$ cat src/include/iop_pkg.sv
// constants, types and address decode shared by the isa i/o register port
package iop_pkg;
  // decoded i/o port addresses
  localparam logic [15:0] SEQ_INDEX_ADDR = 16'h03C4;
  localparam logic [15:0] SEQ_DATA_ADDR = 16'h03C5;
  localparam logic [15:0] GFX_INDEX_ADDR = 16'h03CE;
  localparam logic [15:0] GFX_DATA_ADDR = 16'h03CF;
  localparam logic [15:0] CRT_INDEX_MONO = 16'h03B4;
  localparam logic [15:0] CRT_DATA_MONO = 16'h03B5;
  localparam logic [15:0] CRT_INDEX_COLOR = 16'h03D4;
  localparam logic [15:0] CRT_DATA_COLOR = 16'h03D5;
  localparam logic [15:0] IS1_MONO = 16'h03BA;
  localparam logic [15:0] IS1_COLOR = 16'h03DA;
  // register groups inside the indexed store
  localparam logic [1:0] GRP_SEQ = 2'h0;
  localparam logic [1:0] GRP_GFX = 2'h1;
  localparam logic [1:0] GRP_CRT = 2'h2;
  // crt interrupt control register: index and fields
  localparam logic [7:0] CRT_INT_CTRL_INDEX = 8'h11;
  localparam logic [7:0] CRT_INT_CTRL_RESET = 8'h00;
  localparam int INT_CLEAR_N_BIT = 4;
  localparam int INT_DISABLE_BIT = 5;
  // input status one: pending interrupt flag position
  localparam int IS1_PENDING_BIT = 7;
  // reset values of the index ports
  localparam logic [7:0] INDEX_RESET = 8'h00;

  // which decoded port an address hits
  typedef enum logic [2:0] {
    PORT_NONE, PORT_SEQ_IDX, PORT_SEQ_DAT, PORT_GFX_IDX, PORT_GFX_DAT,
    PORT_CRT_IDX, PORT_CRT_DAT, PORT_IS1
  } iop_port_type;

  // bus cycle sequencer states
  typedef enum logic [1:0] {ST_IDLE, ST_RD_FETCH, ST_RD_DRIVE, ST_WR_CAPTURE} iop_fsm_type;

  // asynchronous pin group, carried through the synchroniser as one word
  typedef struct packed {
    logic rd_n;
    logic wr_n;
    logic aen;
    logic sbhe_n;
    logic color;
    logic vretrace;
    logic [15:0] sa;
    logic [15:0] sd;
  } iop_pins_type;

  // address decode: crt and status ports follow the mono/colour select
  function automatic iop_port_type iop_decode(input logic [15:0] a, input logic color);
    iop_port_type p;
    p = PORT_NONE;
    if (a == SEQ_INDEX_ADDR) p = PORT_SEQ_IDX;
    else if (a == SEQ_DATA_ADDR) p = PORT_SEQ_DAT;
    else if (a == GFX_INDEX_ADDR) p = PORT_GFX_IDX;
    else if (a == GFX_DATA_ADDR) p = PORT_GFX_DAT;
    else if (a == (color ? CRT_INDEX_COLOR : CRT_INDEX_MONO)) p = PORT_CRT_IDX;
    else if (a == (color ? CRT_DATA_COLOR : CRT_DATA_MONO)) p = PORT_CRT_DAT;
    else if (a == (color ? IS1_COLOR : IS1_MONO)) p = PORT_IS1;
    return p;
  endfunction : iop_decode
endpackage : iop_pkg

$ cat src/design/iop_port.sv
// isa i/o register port: decode, index/data pairs, 16-bit select and interrupt
//
// Contract
// - read strobe low on hit: drive register
// - write latched at write strobe rising edge
// - wide index write: index low, data high
// - 16-bit select only for listed ports
// - three-state interrupt output governed by crt register
// - address enable high: no cycle starts, a pending write is dropped
// - select decoded from address, colour select and enable
// - reset floats outputs, clears all registers
`timescale 1ns/1ps
module iop_port #(
  parameter int IDX_W = 5 // index bits kept per group; higher index bits alias
) (
  // clock and reset
  input wire logic CLK,
  input wire logic SYS_RST,
  // isa strobes and address
  input wire logic IORD_N,
  input wire logic IOWR_N,
  input wire logic AEN,
  input wire logic SBHE_N,
  input wire logic [15:0] SA,
  // isa data bus, three signals
  input wire logic [15:0] SD_I,
  output logic [15:0] SD_O,
  output logic SD_OE,
  // open-collector 16-bit i/o select
  output logic IOCS16_N_O,
  output logic IOCS16_N_OE,
  // three-state interrupt request
  output logic IRQ_O,
  output logic IRQ_OE,
  // configuration and display event inputs
  input wire logic COLOR_SEL,
  input wire logic VRETRACE
);
  localparam int MEM_AW = 2 + IDX_W;

  // whole state of the port
  typedef struct packed {
    iop_pkg::iop_pins_type s1; // first sync stage, read only by s2
    iop_pkg::iop_pins_type s2; // second sync stage
    logic rd_n_p; // s2 delayed, for edge detection
    logic wr_n_p;
    logic vr_p;
    iop_pkg::iop_fsm_type fsm;
    iop_pkg::iop_port_type port; // port hit by the current cycle
    logic wide; // byte-high enable seen with the strobe
    logic [15:0] wdata; // last data sampled while write strobe low
    logic [7:0] idx_seq;
    logic [7:0] idx_gfx;
    logic [7:0] idx_crt;
    logic [7:0] int_ctrl; // mirror of the crt interrupt control register
    logic pending; // interrupt pending flag
    logic [15:0] sd_o;
    logic sd_oe;
    logic cs16_oe;
    logic irq_o;
    logic irq_oe;
  } iop_state_type;

  iop_state_type q; // registered state
  iop_state_type d; // next state
  iop_pkg::iop_pins_type pins; // raw pin group
  iop_pkg::iop_port_type hit; // decode of synced address
  logic mem_we;
  logic [MEM_AW-1:0] mem_waddr;
  logic [7:0] mem_wdata;
  logic [MEM_AW-1:0] mem_raddr;
  logic [7:0] mem_rdata;
  logic rd_fall;
  logic wr_fall;
  logic wr_rise;
  logic vr_rise;
  logic int_clear;
  logic [7:0] is1_val;

  // gather the asynchronous pins
  assign pins = '{rd_n: IORD_N, wr_n: IOWR_N, aen: AEN, sbhe_n: SBHE_N, color: COLOR_SEL,
                  vretrace: VRETRACE, sa: SA, sd: SD_I};

  // group and index to store address
  function automatic logic [MEM_AW-1:0] store_addr(input logic [1:0] grp,
                                                   input logic [7:0] idx);
    return {grp, idx[IDX_W-1:0]};
  endfunction : store_addr

  // group of a port
  function automatic logic [1:0] port_grp(input iop_pkg::iop_port_type p);
    logic [1:0] g;
    g = iop_pkg::GRP_CRT;
    if (p == iop_pkg::PORT_SEQ_IDX || p == iop_pkg::PORT_SEQ_DAT) g = iop_pkg::GRP_SEQ;
    else if (p == iop_pkg::PORT_GFX_IDX || p == iop_pkg::PORT_GFX_DAT) g = iop_pkg::GRP_GFX;
    return g;
  endfunction : port_grp

  // indexed register store
  iop_regstore #(.ADDR_W(MEM_AW)) u_store (
    .clk(CLK),
    .rst(SYS_RST),
    .we(mem_we),
    .waddr(mem_waddr),
    .wdata(mem_wdata),
    .raddr(mem_raddr),
    .rdata(mem_rdata)
  );

  // next state: sync, decode, bus sequencing, interrupt
  always_comb begin
    d = q;
    mem_we = 1'b0;
    mem_waddr = '0;
    mem_wdata = 8'h00;
    mem_raddr = '0;
    int_clear = 1'b0;
    // two stage synchroniser on every pin
    d.s1 = pins;
    d.s2 = q.s1;
    d.rd_n_p = q.s2.rd_n;
    d.wr_n_p = q.s2.wr_n;
    d.vr_p = q.s2.vretrace;
    hit = iop_pkg::iop_decode(q.s2.sa, q.s2.color);
    rd_fall = q.rd_n_p && !q.s2.rd_n;
    wr_fall = q.wr_n_p && !q.s2.wr_n;
    wr_rise = !q.wr_n_p && q.s2.wr_n;
    vr_rise = q.s2.vretrace && !q.vr_p;
    // select held while the synced address hits and no dma cycle runs
    d.cs16_oe = !q.s2.aen && (hit != iop_pkg::PORT_NONE);
    // status one shows the pending flag, other bits read zero
    is1_val = 8'h00;
    is1_val[iop_pkg::IS1_PENDING_BIT] = q.pending;
    case (q.fsm)
      iop_pkg::ST_IDLE: begin
        // dma cycles are never taken
        if (!q.s2.aen && hit != iop_pkg::PORT_NONE) begin
          if (rd_fall) begin
            d.port = hit;
            d.fsm = iop_pkg::ST_RD_FETCH;
            // fetch the indexed register for either port of a pair
            case (hit)
              iop_pkg::PORT_SEQ_IDX, iop_pkg::PORT_SEQ_DAT: begin
                mem_raddr = store_addr(iop_pkg::GRP_SEQ, q.idx_seq);
              end
              iop_pkg::PORT_GFX_IDX, iop_pkg::PORT_GFX_DAT: begin
                mem_raddr = store_addr(iop_pkg::GRP_GFX, q.idx_gfx);
              end
              default: begin
                mem_raddr = store_addr(iop_pkg::GRP_CRT, q.idx_crt);
              end
            endcase
          end else if (wr_fall) begin
            d.port = hit;
            d.wide = !q.s2.sbhe_n;
            d.wdata = q.s2.sd;
            d.fsm = iop_pkg::ST_WR_CAPTURE;
          end
        end
      end
      iop_pkg::ST_RD_FETCH: begin
        // index port: index low, data high; data port: byte on both lanes
        d.sd_oe = 1'b1;
        d.fsm = iop_pkg::ST_RD_DRIVE;
        case (q.port)
          iop_pkg::PORT_SEQ_IDX: d.sd_o = {mem_rdata, q.idx_seq};
          iop_pkg::PORT_GFX_IDX: d.sd_o = {mem_rdata, q.idx_gfx};
          iop_pkg::PORT_CRT_IDX: d.sd_o = {mem_rdata, q.idx_crt};
          iop_pkg::PORT_IS1: d.sd_o = {is1_val, is1_val};
          default: d.sd_o = {mem_rdata, mem_rdata};
        endcase
      end
      iop_pkg::ST_RD_DRIVE: begin
        // hold data until the host lifts the read strobe
        if (q.s2.rd_n) begin
          d.sd_oe = 1'b0;
          d.fsm = iop_pkg::ST_IDLE;
        end
      end
      iop_pkg::ST_WR_CAPTURE: begin
        if (q.s2.aen) begin
          d.fsm = iop_pkg::ST_IDLE; // dma took the bus: drop the write
        end else if (wr_rise) begin
          // commit on the strobe's rising edge with data sampled while low
          d.fsm = iop_pkg::ST_IDLE;
          case (q.port)
            iop_pkg::PORT_SEQ_IDX, iop_pkg::PORT_GFX_IDX, iop_pkg::PORT_CRT_IDX: begin
              if (q.port == iop_pkg::PORT_SEQ_IDX) d.idx_seq = q.wdata[7:0];
              else if (q.port == iop_pkg::PORT_GFX_IDX) d.idx_gfx = q.wdata[7:0];
              else d.idx_crt = q.wdata[7:0];
              // wide write: new index first, then high byte into it
              if (q.wide) begin
                mem_we = 1'b1;
                mem_waddr = store_addr(port_grp(q.port), q.wdata[7:0]);
                mem_wdata = q.wdata[15:8];
              end
            end
            iop_pkg::PORT_SEQ_DAT, iop_pkg::PORT_GFX_DAT, iop_pkg::PORT_CRT_DAT: begin
              // odd port: high lane when byte-high enable, else low lane
              mem_we = 1'b1;
              mem_wdata = q.wide ? q.wdata[15:8] : q.wdata[7:0];
              if (q.port == iop_pkg::PORT_SEQ_DAT) begin
                mem_waddr = store_addr(iop_pkg::GRP_SEQ, q.idx_seq);
              end else if (q.port == iop_pkg::PORT_GFX_DAT) begin
                mem_waddr = store_addr(iop_pkg::GRP_GFX, q.idx_gfx);
              end else begin
                mem_waddr = store_addr(iop_pkg::GRP_CRT, q.idx_crt);
              end
            end
            default: begin
              // status one is read only
            end
          endcase
          // keep a live copy of the interrupt control register
          if (mem_we && mem_waddr == store_addr(iop_pkg::GRP_CRT,
                                                 iop_pkg::CRT_INT_CTRL_INDEX)) begin
            d.int_ctrl = mem_wdata;
            int_clear = !mem_wdata[iop_pkg::INT_CLEAR_N_BIT];
          end
        end else begin
          d.wdata = q.s2.sd;
          d.wide = !q.s2.sbhe_n;
        end
      end
      default: begin
        d.fsm = iop_pkg::ST_IDLE;
      end
    endcase
    // pending: a retrace edge in the clearing cycle still sets the flag
    d.pending = (q.pending && !int_clear)
                || (vr_rise && q.int_ctrl[iop_pkg::INT_CLEAR_N_BIT]);
    d.irq_oe = !q.int_ctrl[iop_pkg::INT_DISABLE_BIT];
    d.irq_o = q.pending && !q.int_ctrl[iop_pkg::INT_DISABLE_BIT];
  end

  // state register; reset clears everything and floats all outputs
  always_ff @(posedge CLK) begin
    if (SYS_RST) begin
      q <= '0;
    end else begin
      q <= d;
    end
  end

  // outputs straight from the state register, except the select level, which is tied low
  assign SD_O = q.sd_o;
  assign SD_OE = q.sd_oe;
  assign IOCS16_N_O = 1'b0; // open collector only ever pulls low
  assign IOCS16_N_OE = q.cs16_oe;
  assign IRQ_O = q.irq_o;
  assign IRQ_OE = q.irq_oe;
endmodule : iop_port

$ cat src/design/iop_regstore.sv
// indexed register store for the three register groups, registered read port
`timescale 1ns/1ps
module iop_regstore #(
  parameter int ADDR_W = 7
) (
  // clock and reset
  input wire logic clk,
  input wire logic rst,
  // write port
  input wire logic we,
  input wire logic [ADDR_W-1:0] waddr,
  input wire logic [7:0] wdata,
  // read port
  input wire logic [ADDR_W-1:0] raddr,
  output logic [7:0] rdata
);
  localparam int DEPTH = 1 << ADDR_W;

  logic [7:0] mem_q [DEPTH]; // one byte per indexed register

  // per entry flop with reset, so a reset really clears every register
  for (genvar i = 0; i < DEPTH; i++) begin : g_entry
    always_ff @(posedge clk) begin
      if (rst) begin
        mem_q[i] <= 8'h00;
      end else if (we && (waddr == ADDR_W'(i))) begin
        mem_q[i] <= wdata;
      end
    end
  end

  // read data leaves from a register, one cycle after the address
  always_ff @(posedge clk) begin
    if (rst) begin
      rdata <= 8'h00;
    end else begin
      rdata <= mem_q[raddr];
    end
  end
endmodule : iop_regstore

$ cat config.mk
export PLATFORM = sky130hd
export DESIGN_NAME = iop_port
export DESIGN_NICKNAME = d
export VERILOG_FILES = /design/src/include/iop_pkg.sv /design/src/design/iop_port.sv /design/src/design/iop_regstore.sv
export SDC_FILE = /design/constraint.sdc
export NUM_CORES = 2
export LEC_CHECK = 0
export BUFFER_PORTS_ARGS = -buffer_cell sky130_fd_sc_hd__buf_2
export CORE_MARGIN = 2
export CORE_UTILIZATION = 55
export DETAILED_ROUTE_END_ITERATION = 6
export GPL_TIMING_DRIVEN = 1
export PLACE_DENSITY = 0.68
export REMOVE_ABC_BUFFERS = 1
export SLEW_MARGIN = 20
export SYNTH_ARGS = -nofsm -noshare
export SYNTH_HDL_FRONTEND = slang
export SYNTH_HIERARCHICAL = 1
export SYNTH_SLANG_ARGS = --single-unit
$ cat constraint.sdc
create_clock -name CLK -period 4.2 [get_ports CLK]
set_input_delay 0.63 -clock CLK [delete_from_list [all_inputs] [get_ports CLK]]
set_output_delay 0.63 -clock CLK [all_outputs]
set_load 0.02 [all_outputs]
==> summary.log <==
qor: setup_path.worst-r2r-cell-count 16
qor: min_path.min_delay_worst_type input pin to register
qor: clock_network.clock_tree.root_cell sky130_fd_sc_hd__clkbuf_16
qor: die.core_region_area 98300 sq um
qor: setup_path.crit_top_cell sky130_fd_sc_hd__buf_12
qor: finish.syn2layout_area_growth 14.6%
qor: finish.layout.cell_area.non_filler 62500 sq um
qor: power.vdd_ir_drop_max 369 uV
qor: setup_path.crit_fanout 13
qor: drt.drc_errors 0
qor: setup_path.slowest_library_cell_on_the_worst_path sky130_fd_sc_hd__or4_4
qor: yosys.postSynthRegisterBits 1180
qor: grt.grt_remaining_overflow 0
qor: finish.most_frequent_cells_in_the_layout sky130_fd_sc_hd__edfxtp_1 (1024), sky130_fd_sc_hd__and2_1 (650), sky130_fd_sc_hd__and3_1 (389)
qor: finish.antennaDiodeCount 0
qor: outcome.outcome complete, but fails checks
qor: drt.first_pass_iters 6
qor: placement.post_placement_cell_area 57800 sq um
qor: setup_path.slowest_delay 0.55 ns
qor: yosys.syn_inst_count 3931
qor: finish.num-fill-cells 7106
qor: outcome.failed_checks negative setup slack
qor: finish.layout_commonest_cell sky130_fd_sc_hd__edfxtp_1
qor: timing.worstMarginPinSlew 1.10 ns
qor: finish.layout-drive-gt1-share 21.4%
qor: setup_path.crit_end_element register
qor: timing.finalSetupViolCount 6
qor: clock_network.cts.path.max_buffers 3
qor: timing.timing_hold_violations_final 0
qor: clock_network.worstSkewPairLatency 0.71 ns
qor: placement.place.detailed.instances 5224
qor: grt.grt_antenna_before_repair 2
qor: grt.grt_usage 29.5%
qor: power.power_per_cell_area 393 nW/um^2
qor: setup_path.reg2reg_setup_slack -0.14 ns
qor: setup_path.timing.critical_path.arrival 4.89 ns
qor: setup_path.critPathTopFamily simple AND/OR/NAND/NOR gates
qor: die.chipWidth 319 microns
qor: setup_path.worst-setup-path-type register to register
qor: clock_network.tritoncts built
qor: grt.maximum_number_of_pins_on_one_net_before_global_route_repair 129
qor: clock_network.clk_pin_slew_worst_paths 0.06 ns
qor: placement.gp_congestion 0.936
qor: finish.layout.cells.non_filler 5478
qor: die.floorplan.rows 115
qor: timing.clock.fmax 231 MHz
qor: yosys.synth_edf_count 1024
qor: die.boundaryPins 61
qor: drt.drt-initial-drc-count 4299
qor: timing.rsz0062_at_grt yes
qor: placement.buffer_ports.inserted 59
qor: yosys.synthArstFlopShare 0%
qor: min_path.min_delay_path_depth 2
qor: yosys.yosysWarningCount 6
qor: finish.finalNetCount 4141
qor: timing.period_minus_slack 4.34 ns
qor: placement.dp_hpwl 95.9 mm
qor: setup_path.cp_cell_sequence or3b_4 > nor3_4 > a22oi_2 > a211o_1 > or4_4 > buf_12 > a21oi_4 > buf_12 > buf_16 > buf_12 > mux4_2 > a32oi_1 > a31oi_1 > nor4_2 > buf_4 > o211ai_1
qor: power.power.static_leakage 22.6 nW
qor: grt.first_pass_grt_wire_length 222 mm
qor: placement.dp_worst_setup_slack -0.360 ns
qor: power.total_power 24.6 mW
qor: clock_network.htree_num_levels 3
qor: run.maxCapViolCount 0
qor: die.start_util 55.5%
qor: setup_path.path_depth 16
qor: timing.timing.slew.headroom 26.2%
qor: timing.timing.final.crit_share 103%
qor: drt.vias_per_cell 6.29
qor: setup_path.cp_data_required_time 4.75 ns
qor: drt.via_count 34.5k
qor: yosys.syn_area_per_cell 13.9 sq um
qor: grt.first_global_vias 33.8k
qor: drt.final_antenna_net_count 0
qor: setup_path.worst-path-buf-inv 5
qor: clock_network.cts_hold_buf 0
qor: clock_network.cts_inserted_buffers 121
qor: timing.setup_ws -0.138 ns
qor: timing.final.setup_skew 0.0253 ns
qor: drt.detail_route.wl_per_cell 27.7 microns
qor: die.dieArea 102000 sq um
qor: yosys.synth-seq-area-share 62.2%
qor: drt.route.final.wire_length 152 mm
qor: setup_path.cp-start-kind register
qor: die.die_height 319 microns
qor: timing.slew_viol_final 0
qor: yosys.ys_types 76
qor: clock_network.numClockSinks 1180
qor: yosys.synthesis.area 54500 sq um
qor: yosys.synth_flop_cell sky130_fd_sc_hd__edfxtp_1
[state kept, by name, indices dropped and copies added (netlist names)]
register	flops
IOCS16_N_OE	1
IRQ_O	1
IRQ_OE	1
SD_O	16
SD_OE	1
d	41
is1_val	1
q	86
u_store/mem_q	1024
u_store/rdata	8
[logic make-up after synthesis]
group                  Yosys count  share of synthesized area [%]
AOI/OAI and AO/OA              384                           4.98
buffers and inverters          383                           3.37
DFF                           1180                           62.2
muxes                          425                           12.7
other                            1                        0.00688
and+or+nand+nor               1558                           16.8
[per-stage QoR]
stage	hold WS, ns	utilization, %	setup TNS (ns)
detailed placement	0.424	58.8	-1.62
global placement	0.418	58.8	-1.32
finish	0.134	63.5	-0.254
CTS	0.0911	63.0	0
floorplan	0.409	-	-777.31
global route	0.120	63.5	-1.10
[final timing paths]
check	end	from
worst min register to register	q[78]	d[78]
worst max register to register	u_store/rdata[6]	q[100]
worst min-delay path	d[78]	SD_I[0]
worst max-delay path	u_store/rdata[6]	q[100]
[where the power goes]
group	internal, mW	switching [mW]
sequential	13.2	0.176
combinational	0.292	0.436
clock	5.95	4.47
total	19.5	5.08
[what timing repair did]
action / in CTS / in global routing
gates resized for setup: 35 / 69
pin swaps: 8 / 19
cloned: 5 / 3
buffers inserted: 6 / 27
setup endpoints to repair: 8 / 8
[layer usage]
| layer | track usage, % | up-vias | part of all wire, % | wire length (microns) |
|---|---|---|---|---|
| met3 | 5.28 | 309 | 9.7 | 14700 |
| li1 | - | 15000 | - | - |
| met5 | 0 | - | 0.0059 | 9 |
| met1 | 41.5 | 17400 | 40 | 60300 |
| met4 | 11.0 | 2 | 4.1 | 6180 |
| met2 | 46.4 | 1813 | 46 | 70400 |
[Yosys cell counts (all sizes together) (64+ instances only)]
cell type     n  area [sq um]
clkbuf      264          1010
buf         112           797
o21bai       68           510
and3        389          2430
and2        651          4070
nand2        89           334
mux4        201          4680
edfxtp     1024         30700
nor2        179           724
dfxtp       156          3120
mux2i       219          2190
nor2b       102           638
a22oi        96           726
nand3        64           325
[layout make-up]
class	count	area [sq um]	share of cell area, %
sequential	1180	33900	54.2
multi-input combinational	2369	19300	30.9
timing repair buffer	422	3870	6.20
clock buffer	142	3160	5.06
tap	1287	1610	2.58
clock inverter	71	636	1.02
inverter	7	26.3	0.0421
(Power assumes the default switching activity.)
